[config.mk]
export PLATFORM = sky130hd
export DESIGN_NAME = stcr_ctrl
export DESIGN_NICKNAME = d
export VERILOG_FILES = /design/src/hw/stcr_ctrl.v
export VERILOG_INCLUDE_DIRS = /design/src /design/src/hw
export SDC_FILE = /design/constraint.sdc
export NUM_CORES = 1
export LEC_CHECK = 0
export BUFFER_PORTS_ARGS = -buffer_cell sky130_fd_sc_hd__buf_2
export CORE_UTILIZATION = 42
export CTS_BUF_LIST = sky130_fd_sc_hd__clkbuf_8
export DETAILED_ROUTE_END_ITERATION = 12
export GPL_ROUTABILITY_DRIVEN = 0
export HOLD_SLACK_MARGIN = 0.03
export PLACE_DENSITY = 0.61
export SYNTH_ARGS = -nofsm -noshare
export SYNTH_HDL_FRONTEND = slang
export SYNTH_SLANG_ARGS = --single-unit
[constraint.sdc]
create_clock -name i_clk -period 4.74 [get_ports i_clk]
set_clock_uncertainty 0.1 [all_clocks]
set_input_delay 0.237 -clock i_clk [delete_from_list [all_inputs] [get_ports i_clk]]
set_output_delay 0.237 -clock i_clk [all_outputs]
set_load 0.005 [all_outputs]
[src/hw/stcr_regs.vh]
// Register offsets, field positions and reset values of the serial transceiver control bank
`ifndef STCR_REGS_VH
`define STCR_REGS_VH
`define STCR_ADDR_W 3
`define STCR_OFS_VBASE 3'h0
`define STCR_OFS_IRQCTL 3'h1
`define STCR_OFS_FLAGS 3'h2
`define STCR_OFS_FIFO 3'h3
`define STCR_OFS_CMD 3'h4
`define STCR_OFS_MODE 3'h5
`define STCR_OFS_STATUS 3'h6
`define STCR_OFS_ERRCODE 3'h7
`define STCR_RST_VBASE 8'h00
`define STCR_RST_IRQCTL 8'h00
`define STCR_RST_CMD 8'h00
`define STCR_RST_MODE 8'h00
// Flags register bit positions
`define STCR_F_TFE 7
`define STCR_F_RFF 6
`define STCR_F_LA 5
`define STCR_F_LTA 4
`define STCR_F_DATA_ERR_MSG_END 3
`define STCR_F_RAR 2
`define STCR_F_ACK 1
`define STCR_F_POLL 0
// Command register fields
`define STCR_C_RLQ 7
`define STCR_C_SEC 6
`define STCR_C_SLR 5
`define STCR_C_ATA 4
`define STCR_C_OWP 3
// Mode register fields
`define STCR_M_XCVR_RESET_BIT 7
`define STCR_M_LOOP 6
`define STCR_M_REPEAT_ENABLE 5
`define STCR_M_RIN 4
`define STCR_M_TIN 3
// Vector source codes
`define STCR_VEC_NMI 6'h1c
`define STCR_VEC_RX 6'h04
`define STCR_VEC_TX 6'h08
`define STCR_VEC_LTA 6'h0c
`define STCR_VEC_BIDIR 6'h10
`define STCR_VEC_TIMER 6'h14
// Receiver interrupt source select codes
`define STCR_RIS_FULL 2'h0
`define STCR_RIS_DAV 2'h1
`define STCR_RIS_ACTIVE 2'h3
// Protocol codes
`define STCR_PS_COAX 3'h0
`define STCR_PS_TWINAX 3'h4
`define STCR_PS_TWINAXP 3'h5
`define STCR_RX_FULL_WORDS 3
`define STCR_IDLE_XCLKS 16
`define STCR_FIFO_DEPTH 3
`endif

[src/hw/stcr_ctrl.v]
// Serial transceiver control/status bank with FIFOs, vectoring and masking
`timescale 1ns/100ps
`include "stcr_regs.vh"
module stcr_ctrl #(
   parameter DEPTH = `STCR_FIFO_DEPTH
) (
   input wire i_clk,
   input wire i_reset_n,
   input wire [2:0] i_addr,
   input wire [7:0] i_wdata,
   input wire i_wr,
   input wire i_rd,
   output reg [7:0] o_rdata,
   // Transceiver clock enable, one pulse per transceiver clock period
   input wire i_xclk_en,
   // Transceiver datapath side
   input wire i_rx_serial,
   input wire i_tx_serial_raw,
   input wire i_tx_active_raw,
   input wire i_tx_active_early,
   input wire i_rx_push,
   input wire [10:0] i_rx_word,
   input wire i_rx_msg_end,
   input wire i_rx_active,
   input wire i_rx_error,
   input wire i_rx_parity_err,
   input wire i_rx_addr7,
   input wire i_rx_autoresp,
   input wire i_rx_pollack,
   input wire i_rx_poll,
   input wire [4:0] i_err_codes,
   input wire i_tx_pop,
   output reg [11:0] o_tx_word,
   output reg o_tx_word_valid,
   output reg o_tx_serial,
   output reg o_tx_active_out,
   output reg o_rx_serial,
   output reg o_rx_enable,
   output reg o_xcvr_reset,
   output reg [2:0] o_protocol_sel,
   output reg o_quiesce_3,
   output reg o_rx_input_sel,
   output reg [2:0] o_rx_upper_bits,
   output reg o_err_read,
   // Interrupt side
   input wire i_bidir_is_output,
   input wire i_tx_irq_cause,
   input wire i_bidir_irq_in,
   input wire i_timer_irq_cause,
   input wire i_nmi,
   output reg o_irq,
   output reg [15:0] o_vector,
   output reg o_bidir_irq_pin_o,
   output reg o_bidir_irq_pin_oe
);

   // Software visible registers
   reg [7:0] vector_base_high_reg;
   reg [7:0] irq_ctl_reg;
   reg [7:0] cmd_reg;
   reg [7:0] mode_reg;
   reg lta_reg;
   reg data_err_msg_end_reg;
   reg rar_reg;
   reg ack_reg;
   reg poll_reg;
   reg la_reg;
   reg [4:0] idle_cnt_reg;
   reg rx_last_reg;
   // FIFO storage; depth stays small, so two-bit pointers suffice
   reg [11:0] tx_mem [0:DEPTH-1];
   reg [10:0] rx_mem [0:DEPTH-1];
   reg [1:0] tx_wp_reg, tx_rp_reg, rx_wp_reg, rx_rp_reg;
   reg [2:0] tx_cnt_reg, rx_cnt_reg;
   reg ovf_reg;

   // Access decode; error select steals the data port location
   wire xres = mode_reg[`STCR_M_XCVR_RESET_BIT];
   wire sec = cmd_reg[`STCR_C_SEC];
   wire fifo_wr = i_wr && (i_addr == `STCR_OFS_FIFO) && !sec;
   wire fifo_rd = i_rd && (i_addr == `STCR_OFS_FIFO) && !sec;
   wire err_rd = i_rd && (i_addr == `STCR_OFS_FIFO) && sec;
   wire [2:0] proto = mode_reg[2:0];
   wire coax = (proto == `STCR_PS_COAX);
   wire twinax = (proto == `STCR_PS_TWINAX) || (proto == `STCR_PS_TWINAXP);
   // Occupancy flags straight from the counts
   wire tx_empty = (tx_cnt_reg == 3'h0);
   wire rx_empty = (rx_cnt_reg == 3'h0);
   wire rx_full = (rx_cnt_reg == `STCR_RX_FULL_WORDS);
   wire tx_full = (tx_cnt_reg == DEPTH[2:0]);
   wire tx_push = fifo_wr && !tx_full;
   wire rx_pop = fifo_rd && !rx_empty;
   wire rx_push_ok = i_rx_push && !rx_full;
   wire tx_pop_ok = i_tx_pop && !tx_empty;
   wire lta_wr1 = i_wr && (i_addr == `STCR_OFS_FLAGS) && i_wdata[`STCR_F_LTA];
   // Loopback routes transmit data internally
   wire line_in = mode_reg[`STCR_M_LOOP] ? o_tx_serial : i_rx_serial;
   wire rx_data = line_in ^ mode_reg[`STCR_M_RIN];
   // Flag byte in the order software reads it
   wire [7:0] flags = {tx_empty, rx_full, la_reg, lta_reg, data_err_msg_end_reg, rar_reg, ack_reg, poll_reg};

   // Pointer advance with wrap at depth
   function [1:0] stcr_inc;
      input [1:0] p;
      begin
         stcr_inc = (p == DEPTH[1:0] - 2'h1) ? 2'h0 : p + 2'h1;
      end
   endfunction

   // Software registers; reset bit survives transceiver reset by design
   always @(posedge i_clk or negedge i_reset_n) begin
      if (!i_reset_n) begin
         vector_base_high_reg <= `STCR_RST_VBASE;
         irq_ctl_reg <= `STCR_RST_IRQCTL;
         cmd_reg <= `STCR_RST_CMD;
         mode_reg <= `STCR_RST_MODE;
      end else if (i_wr) begin
         case (i_addr)
            `STCR_OFS_VBASE: vector_base_high_reg <= i_wdata;
            `STCR_OFS_IRQCTL: irq_ctl_reg <= i_wdata;
            `STCR_OFS_CMD: cmd_reg <= i_wdata;
            `STCR_OFS_MODE: mode_reg <= i_wdata;
            default: ;
         endcase
      end
   end

   // Transmit FIFO: parity select, upper bits, written byte
   always @(posedge i_clk or negedge i_reset_n) begin
      if (!i_reset_n) begin
         tx_wp_reg <= 2'h0;
         tx_rp_reg <= 2'h0;
         tx_cnt_reg <= 3'h0;
      end else if (xres) begin
         tx_wp_reg <= 2'h0;
         tx_rp_reg <= 2'h0;
         tx_cnt_reg <= 3'h0;
      end else begin
         if (tx_push) begin
            tx_mem[tx_wp_reg] <= {cmd_reg[`STCR_C_OWP], cmd_reg[2:0], i_wdata};
            tx_wp_reg <= stcr_inc(tx_wp_reg);
         end
         if (tx_pop_ok)
            tx_rp_reg <= stcr_inc(tx_rp_reg);
         if (tx_push && !tx_pop_ok)
            tx_cnt_reg <= tx_cnt_reg + 3'h1;
         else if (!tx_push && tx_pop_ok)
            tx_cnt_reg <= tx_cnt_reg - 3'h1;
      end
   end

   // Receive FIFO; overflow noted when a word arrives with three held
   always @(posedge i_clk or negedge i_reset_n) begin
      if (!i_reset_n) begin
         rx_wp_reg <= 2'h0;
         rx_rp_reg <= 2'h0;
         rx_cnt_reg <= 3'h0;
         ovf_reg <= 1'b0;
      end else if (xres) begin
         rx_wp_reg <= 2'h0;
         rx_rp_reg <= 2'h0;
         rx_cnt_reg <= 3'h0;
         ovf_reg <= 1'b0;
      end else begin
         if (rx_push_ok) begin
            rx_mem[rx_wp_reg] <= i_rx_word;
            rx_wp_reg <= stcr_inc(rx_wp_reg);
         end
         if (rx_pop)
            rx_rp_reg <= stcr_inc(rx_rp_reg);
         if (rx_push_ok && !rx_pop)
            rx_cnt_reg <= rx_cnt_reg + 3'h1;
         else if (!rx_push_ok && rx_pop)
            rx_cnt_reg <= rx_cnt_reg - 3'h1;
         if (i_rx_push && rx_full)
            ovf_reg <= 1'b1;
         else if (err_rd)
            ovf_reg <= 1'b0;
      end
   end

   // Line-turnaround and data-read-cleared flags; set wins over clear
   always @(posedge i_clk or negedge i_reset_n) begin
      if (!i_reset_n) begin
         lta_reg <= 1'b0;
         data_err_msg_end_reg <= 1'b0;
         rar_reg <= 1'b0;
         ack_reg <= 1'b0;
         poll_reg <= 1'b0;
      end else if (xres) begin
         lta_reg <= 1'b0;
         data_err_msg_end_reg <= 1'b0;
         rar_reg <= 1'b0;
         ack_reg <= 1'b0;
         poll_reg <= 1'b0;
      end else begin
         // A one written to the flag bit, or any FIFO data write, clears turnaround; zero flag writes are ignored
         if (i_rx_msg_end)
            lta_reg <= 1'b1;
         else if (fifo_wr || lta_wr1)
            lta_reg <= 1'b0;
         if (i_rx_push && (coax ? i_rx_parity_err : (twinax && i_rx_addr7)))
            data_err_msg_end_reg <= 1'b1;
         else if (fifo_rd)
            data_err_msg_end_reg <= 1'b0;
         if (i_rx_push && coax && i_rx_autoresp)
            rar_reg <= 1'b1;
         else if (fifo_rd)
            rar_reg <= 1'b0;
         if (i_rx_push && coax && i_rx_pollack)
            ack_reg <= 1'b1;
         else if (fifo_rd)
            ack_reg <= 1'b0;
         if (i_rx_push && coax && i_rx_poll)
            poll_reg <= 1'b1;
         else if (fifo_rd)
            poll_reg <= 1'b0;
      end
   end

   // Line activity: counts transceiver clocks since the last edge
   always @(posedge i_clk or negedge i_reset_n) begin
      if (!i_reset_n) begin
         la_reg <= 1'b0;
         idle_cnt_reg <= 5'h00;
         rx_last_reg <= 1'b0;
      end else if (xres) begin
         la_reg <= 1'b0;
         idle_cnt_reg <= 5'h00;
         rx_last_reg <= rx_data;
      end else begin
         rx_last_reg <= rx_data;
         if (rx_data != rx_last_reg) begin
            la_reg <= 1'b1;
            idle_cnt_reg <= 5'h00;
         end else if (i_xclk_en && la_reg) begin
            if (idle_cnt_reg == `STCR_IDLE_XCLKS - 1) begin
               la_reg <= 1'b0;
               idle_cnt_reg <= 5'h00;
            end else begin
               idle_cnt_reg <= idle_cnt_reg + 5'h01;
            end
         end
      end
   end

   // Interrupt causes after masking; bidir bit is forced low when pin drives
   reg rx_cause;
   reg [4:0] pend;
   always @* begin
      case (irq_ctl_reg[7:6])
         `STCR_RIS_FULL: rx_cause = rx_full | i_rx_error;
         `STCR_RIS_DAV: rx_cause = !rx_empty | i_rx_error;
         `STCR_RIS_ACTIVE: rx_cause = i_rx_active;
         default: rx_cause = 1'b0;
      endcase
      pend = {i_timer_irq_cause, i_bidir_irq_in & !i_bidir_is_output, lta_reg,
              i_tx_irq_cause, rx_cause} & ~irq_ctl_reg[4:0];
   end

   // Vector and request output, NMI highest priority, then receiver
   always @(posedge i_clk or negedge i_reset_n) begin
      if (!i_reset_n) begin
         o_irq <= 1'b0;
         o_vector <= 16'h0000;
      end else begin
         o_irq <= i_nmi | (|pend);
         if (i_nmi)
            o_vector <= {vector_base_high_reg, 2'h0, `STCR_VEC_NMI};
         else if (pend[0])
            o_vector <= {vector_base_high_reg, 2'h0, `STCR_VEC_RX};
         else if (pend[1])
            o_vector <= {vector_base_high_reg, 2'h0, `STCR_VEC_TX};
         else if (pend[2])
            o_vector <= {vector_base_high_reg, 2'h0, `STCR_VEC_LTA};
         else if (pend[3])
            o_vector <= {vector_base_high_reg, 2'h0, `STCR_VEC_BIDIR};
         else
            o_vector <= {vector_base_high_reg, 2'h0, `STCR_VEC_TIMER};
      end
   end

   // Register read port; data one cycle after the strobe
   always @(posedge i_clk or negedge i_reset_n) begin
      if (!i_reset_n) begin
         o_rdata <= 8'h00;
         o_rx_upper_bits <= 3'h0;
         o_err_read <= 1'b0;
      end else begin
         o_err_read <= err_rd;
         o_rdata <= 8'h00;
         if (i_rd) begin
            case (i_addr)
               `STCR_OFS_VBASE: o_rdata <= vector_base_high_reg;
               // Reserved bit reads zero; software must not rely on it
               `STCR_OFS_IRQCTL: o_rdata <= {irq_ctl_reg[7:6], 1'b0, irq_ctl_reg[4:0]};
               `STCR_OFS_FLAGS: o_rdata <= flags;
               `STCR_OFS_FIFO: begin
                  if (sec)
                     o_rdata <= {3'h0, ovf_reg | i_err_codes[4], i_err_codes[3:0]};
                  else if (!rx_empty) begin
                     o_rdata <= rx_mem[rx_rp_reg][7:0];
                     o_rx_upper_bits <= rx_mem[rx_rp_reg][10:8];
                  end
               end
               `STCR_OFS_CMD: o_rdata <= cmd_reg;
               `STCR_OFS_MODE: o_rdata <= mode_reg;
               `STCR_OFS_STATUS: o_rdata <= {3'h0, rx_cnt_reg[1:0], tx_cnt_reg};
               `STCR_OFS_ERRCODE: o_rdata <= {3'h0, ovf_reg | i_err_codes[4], i_err_codes[3:0]};
               default: o_rdata <= 8'h00;
            endcase
         end
      end
   end

   // Line-side outputs, all registered
   always @(posedge i_clk or negedge i_reset_n) begin
      if (!i_reset_n) begin
         o_tx_word <= 12'h000;
         o_tx_word_valid <= 1'b0;
         o_tx_serial <= 1'b0;
         o_tx_active_out <= 1'b0;
         o_rx_serial <= 1'b0;
         o_rx_enable <= 1'b0;
         o_xcvr_reset <= 1'b1;
         o_protocol_sel <= 3'h0;
         o_quiesce_3 <= 1'b0;
         o_rx_input_sel <= 1'b0;
         o_bidir_irq_pin_o <= 1'b0;
         o_bidir_irq_pin_oe <= 1'b0;
      end else begin
         o_tx_word <= tx_mem[tx_rp_reg];
         o_tx_word_valid <= !tx_empty && !xres;
         o_tx_serial <= i_tx_serial_raw ^ mode_reg[`STCR_M_TIN];
         // Early flavour of active gives the extra half quiesce bit
         o_tx_active_out <= !mode_reg[`STCR_M_LOOP] && !xres &&
            (cmd_reg[`STCR_C_ATA] ? i_tx_active_early : i_tx_active_raw);
         o_rx_serial <= rx_data;
         o_rx_enable <= !xres && (mode_reg[`STCR_M_REPEAT_ENABLE] || !i_tx_active_raw);
         o_xcvr_reset <= xres;
         o_protocol_sel <= proto;
         o_quiesce_3 <= cmd_reg[`STCR_C_RLQ];
         o_rx_input_sel <= cmd_reg[`STCR_C_SLR];
         o_bidir_irq_pin_o <= irq_ctl_reg[3];
         o_bidir_irq_pin_oe <= i_bidir_is_output;
      end
   end

endmodule // stcr_ctrl

==> summary.txt <==
Status
  • Status: complete, no violations

Logic synthesis
  • Netlist cell types: 66
  • Yosys warnings: 0
  • Simple-gate share of the synthesized area: 0.104
  • Register area share after synthesis: 0.651
  • Synthesized area: 7260 µm²
  • Post-synth EDFFs: 69
  • Post-synthesis area per instance: 13.3 µm²
  • Mux cell area share after synthesis: 0.0990
  • Ys async rst share: 0.606
  • Cells after Synth: 546
  • Ys flop type: dfrtp_1
  • Adder-cell area share of the yosys netlist: 0.00861
  • XOR/XNOR share of the synthesized area: 0.00913
  • Yosys reg bits: 175
  • Synth Area in Compound Gates: 0.0992
  • Largest family of logic cells by synthesized area: simple AND/OR/NAND/NOR gates

STA
  • RSZ-0062 raised after global routing: no
  • Final Max Slew Viols: 0
  • Max Fclk: 0.360 GHz
  • Final worst path period share: 0.586
  • Slew HR: 0.325
  • Worst slew pin tran: 1.01 ns
  • Fin crit period: 2.78 ns
  • Total Neg Setup Slack: 0 ns
  • Final hold violations: 0
  • WHS: 0.0601 ns
  • Setup Viol. Count Final: 0

Global routing
  • GRT overflow: 0
  • Vias in the first global route: 4806
  • Largest net degree at the start of global routing: 80
  • First-pass GRT wire length: 26400 µm
  • Tot GR Track Use: 0.199
  • Initial antenna violation count: 3

Final layout
  • Biggest regs: tx_mem x36, rx_mem x33, o_tx_word x12
  • Final layout net count: 734
  • Number of flip-flops in the largest register: 36
  • Top reg by flops: tx_mem
  • Share of cells above drive strength 1: 0.273
  • Fin cells: 915
  • Final Cell Area: 8750 µm²
  • Commonest non-fill, non-tap cells in the layout: dfrtp_1 (105), buf_2 (98), edfxtp_1 (69)
  • Commonest non-fill, non-tap cell in the layout: dfrtp_1
  • Area delta synth->final: 20.4%

Critical path
  • Kind of critical path: register to register
  • Setup crit start kind: register
  • Critical Path End Type: register
  • Reg-to-reg slack, setup: 1.96 ns
  • Crit-path max FO: 12
  • Crit path required time: 4.72 ns
  • Crit path arrival time: 2.76 ns

Placed design
  • Post-DP Area: 7950 µm²
  • PortBufs: 99
  • DP Wirelength: 11600 µm
  • Placed Cells: 846

Die
  • I/O pins: 105
  • Die X: 134 µm
  • Full die area: 17800 µm²
  • Die Y: 134 µm
  • Starting density of the core: 0.433
  • Core area: 16800 µm²
  • Std-Cell Rows: 47

Power and ir drop
  • Worst VDD drop: 0.272 mV
  • Combinational power share: 0.196
  • Sw Share: 0.292
  • Internal Power: 2.77 mW
  • Total power: 3.92 mW
  • Clock share of power: 0.290
  • Leakage power: 3.53 nW
  • Sequential power share: 0.514
  • NetSw: 1.14 mW
  • Pwr dens: 448 nW/µm²

Job
  • Max-Cap Viols: 0

Drt
  • Vias: 4753
  • Vias per cell: 5.19
  • Post-DRT Antenna Nets: 0
  • Post-route DRC: 0
  • First drt pass iteration count: 6
  • Routed WL: 16600 µm
  • DRT iter0 DRCs: 256
  • Wirelength per Cell: 18.1 µm

Clock tree
  • Bufs on Longest Clock Path: 2
  • H-tree levels: 4
  • Clock transition at path regs: 0.09 ns
  • Post-CTS setup buffers: 0
  • CTS Root Cell: clkbuf_8
  • Sink Count: 175
  • CTS tree: built
  • Cts bufs inserted: 17
  • Worst-skew pair later-pin latency: 0.46 ns

Hold path
  • Hold crit path type: primary input to register
==> synth_stat cells, drive strengths merged, types with 6 or more instances <==
| cell | number | area (µm²) |
|---|---|---|
| nor2b | 14 | 87.6 |
| nor2 | 28 | 108 |
| inv | 15 | 56.3 |
| nor3 | 7 | 46.3 |
| edfxtp | 69 | 2070 |
| dfrtp | 105 | 2630 |
| o21ai | 42 | 210 |
| mux2 | 39 | 439 |
| nand2 | 47 | 176 |
| nand3 | 6 | 30.0 |
| nor3b | 7 | 62.6 |
| clkbuf | 15 | 56.3 |
| a22oi | 6 | 45.0 |
| or3 | 6 | 37.5 |
| a21oi | 21 | 105 |
| buf | 14 | 92.6 |
| mux2i | 28 | 280 |
==> cells by family (layout without fill, tap and decap cells) <==
group / count (synthesis) / after routing
flip-flops: 175 / 175
AO/OA/AOI/OAI: 111 / 111
other: 1 / 7
adder cells (fa/ha/maj): 4 / 4
XOR/XNOR: 6 / 6
AND/OR/NAND/NOR: 137 / 137
multiplexers: 67 / 67
buffers and inverters: 45 / 188
==> repair_timing <==
item	in CTS	in global routing
gates resized for setup	0	0
hold endpoints to repair	119	0
hold buffers	35	0
==> power by group through the flow <==
stage	clock network, mW	logic (mW)	registers (mW)
6_report	1.13	0.769	2.01
5_1_grt	1.22	0.856	2.05
4_1_cts	1.16	0.778	2.02
3_5_place_dp	0	0.753	2.05
3_3_place_gp	0	0.736	2.04
2_1_floorplan	0	0.512	1.96
==> layout make-up <==
type | instances | area, µm²
sequential | 175 | 4730
antenna | 2 | 5.00
clock inverter | 15 | 210
multi-input combinational | 330 | 2340
clock buffer | 17 | 234
tap | 220 | 275
timing repair buffer | 140 | 893
inverter | 16 | 60.1
fill | 1467 | 8010
==> path summary, 6_finish.rpt <==
check | start | cells past startpoint | endpoint
min in group asynchronous | i_reset_n | 2 | mode_reg[1]
hold reg to reg | vector_base_high_reg[2] | 0 | o_vector[10]
max in group asynchronous | i_reset_n | 3 | idle_cnt_reg[4]
hold / removal | i_tx_active_early | 3 | o_tx_active_out
setup / recovery | cmd_reg[6] | 4 | tx_mem[2][5]
setup reg to reg | cmd_reg[6] | 4 | tx_mem[2][5]
==> critical path: stages, from the launching register on <==
cell and delay (ns):
dfrtp_1 0.48, and4bb_4 0.43, o311ai_4 0.16, or3b_4 0.46
nor3b_2 0.78
==> metal layers <==
layer	global-route usage	vias to the layer above	wire length, µm
met2	0.330	127	8200
met4	0.0758	2	376
li1	-	2258	-
met5	0	-	12
met1	0.250	2339	7250
met3	0.0510	27	709
==> through the flow <==
stage,setup WS [ns],util
floorplan,1.95,-
global placement,1.97,0.474
detailed placement,1.90,0.474
CTS,1.95,0.522
global route,1.79,0.522
finish,1.96,0.522
No activity file was read; power rests on OpenSTA's default activity.
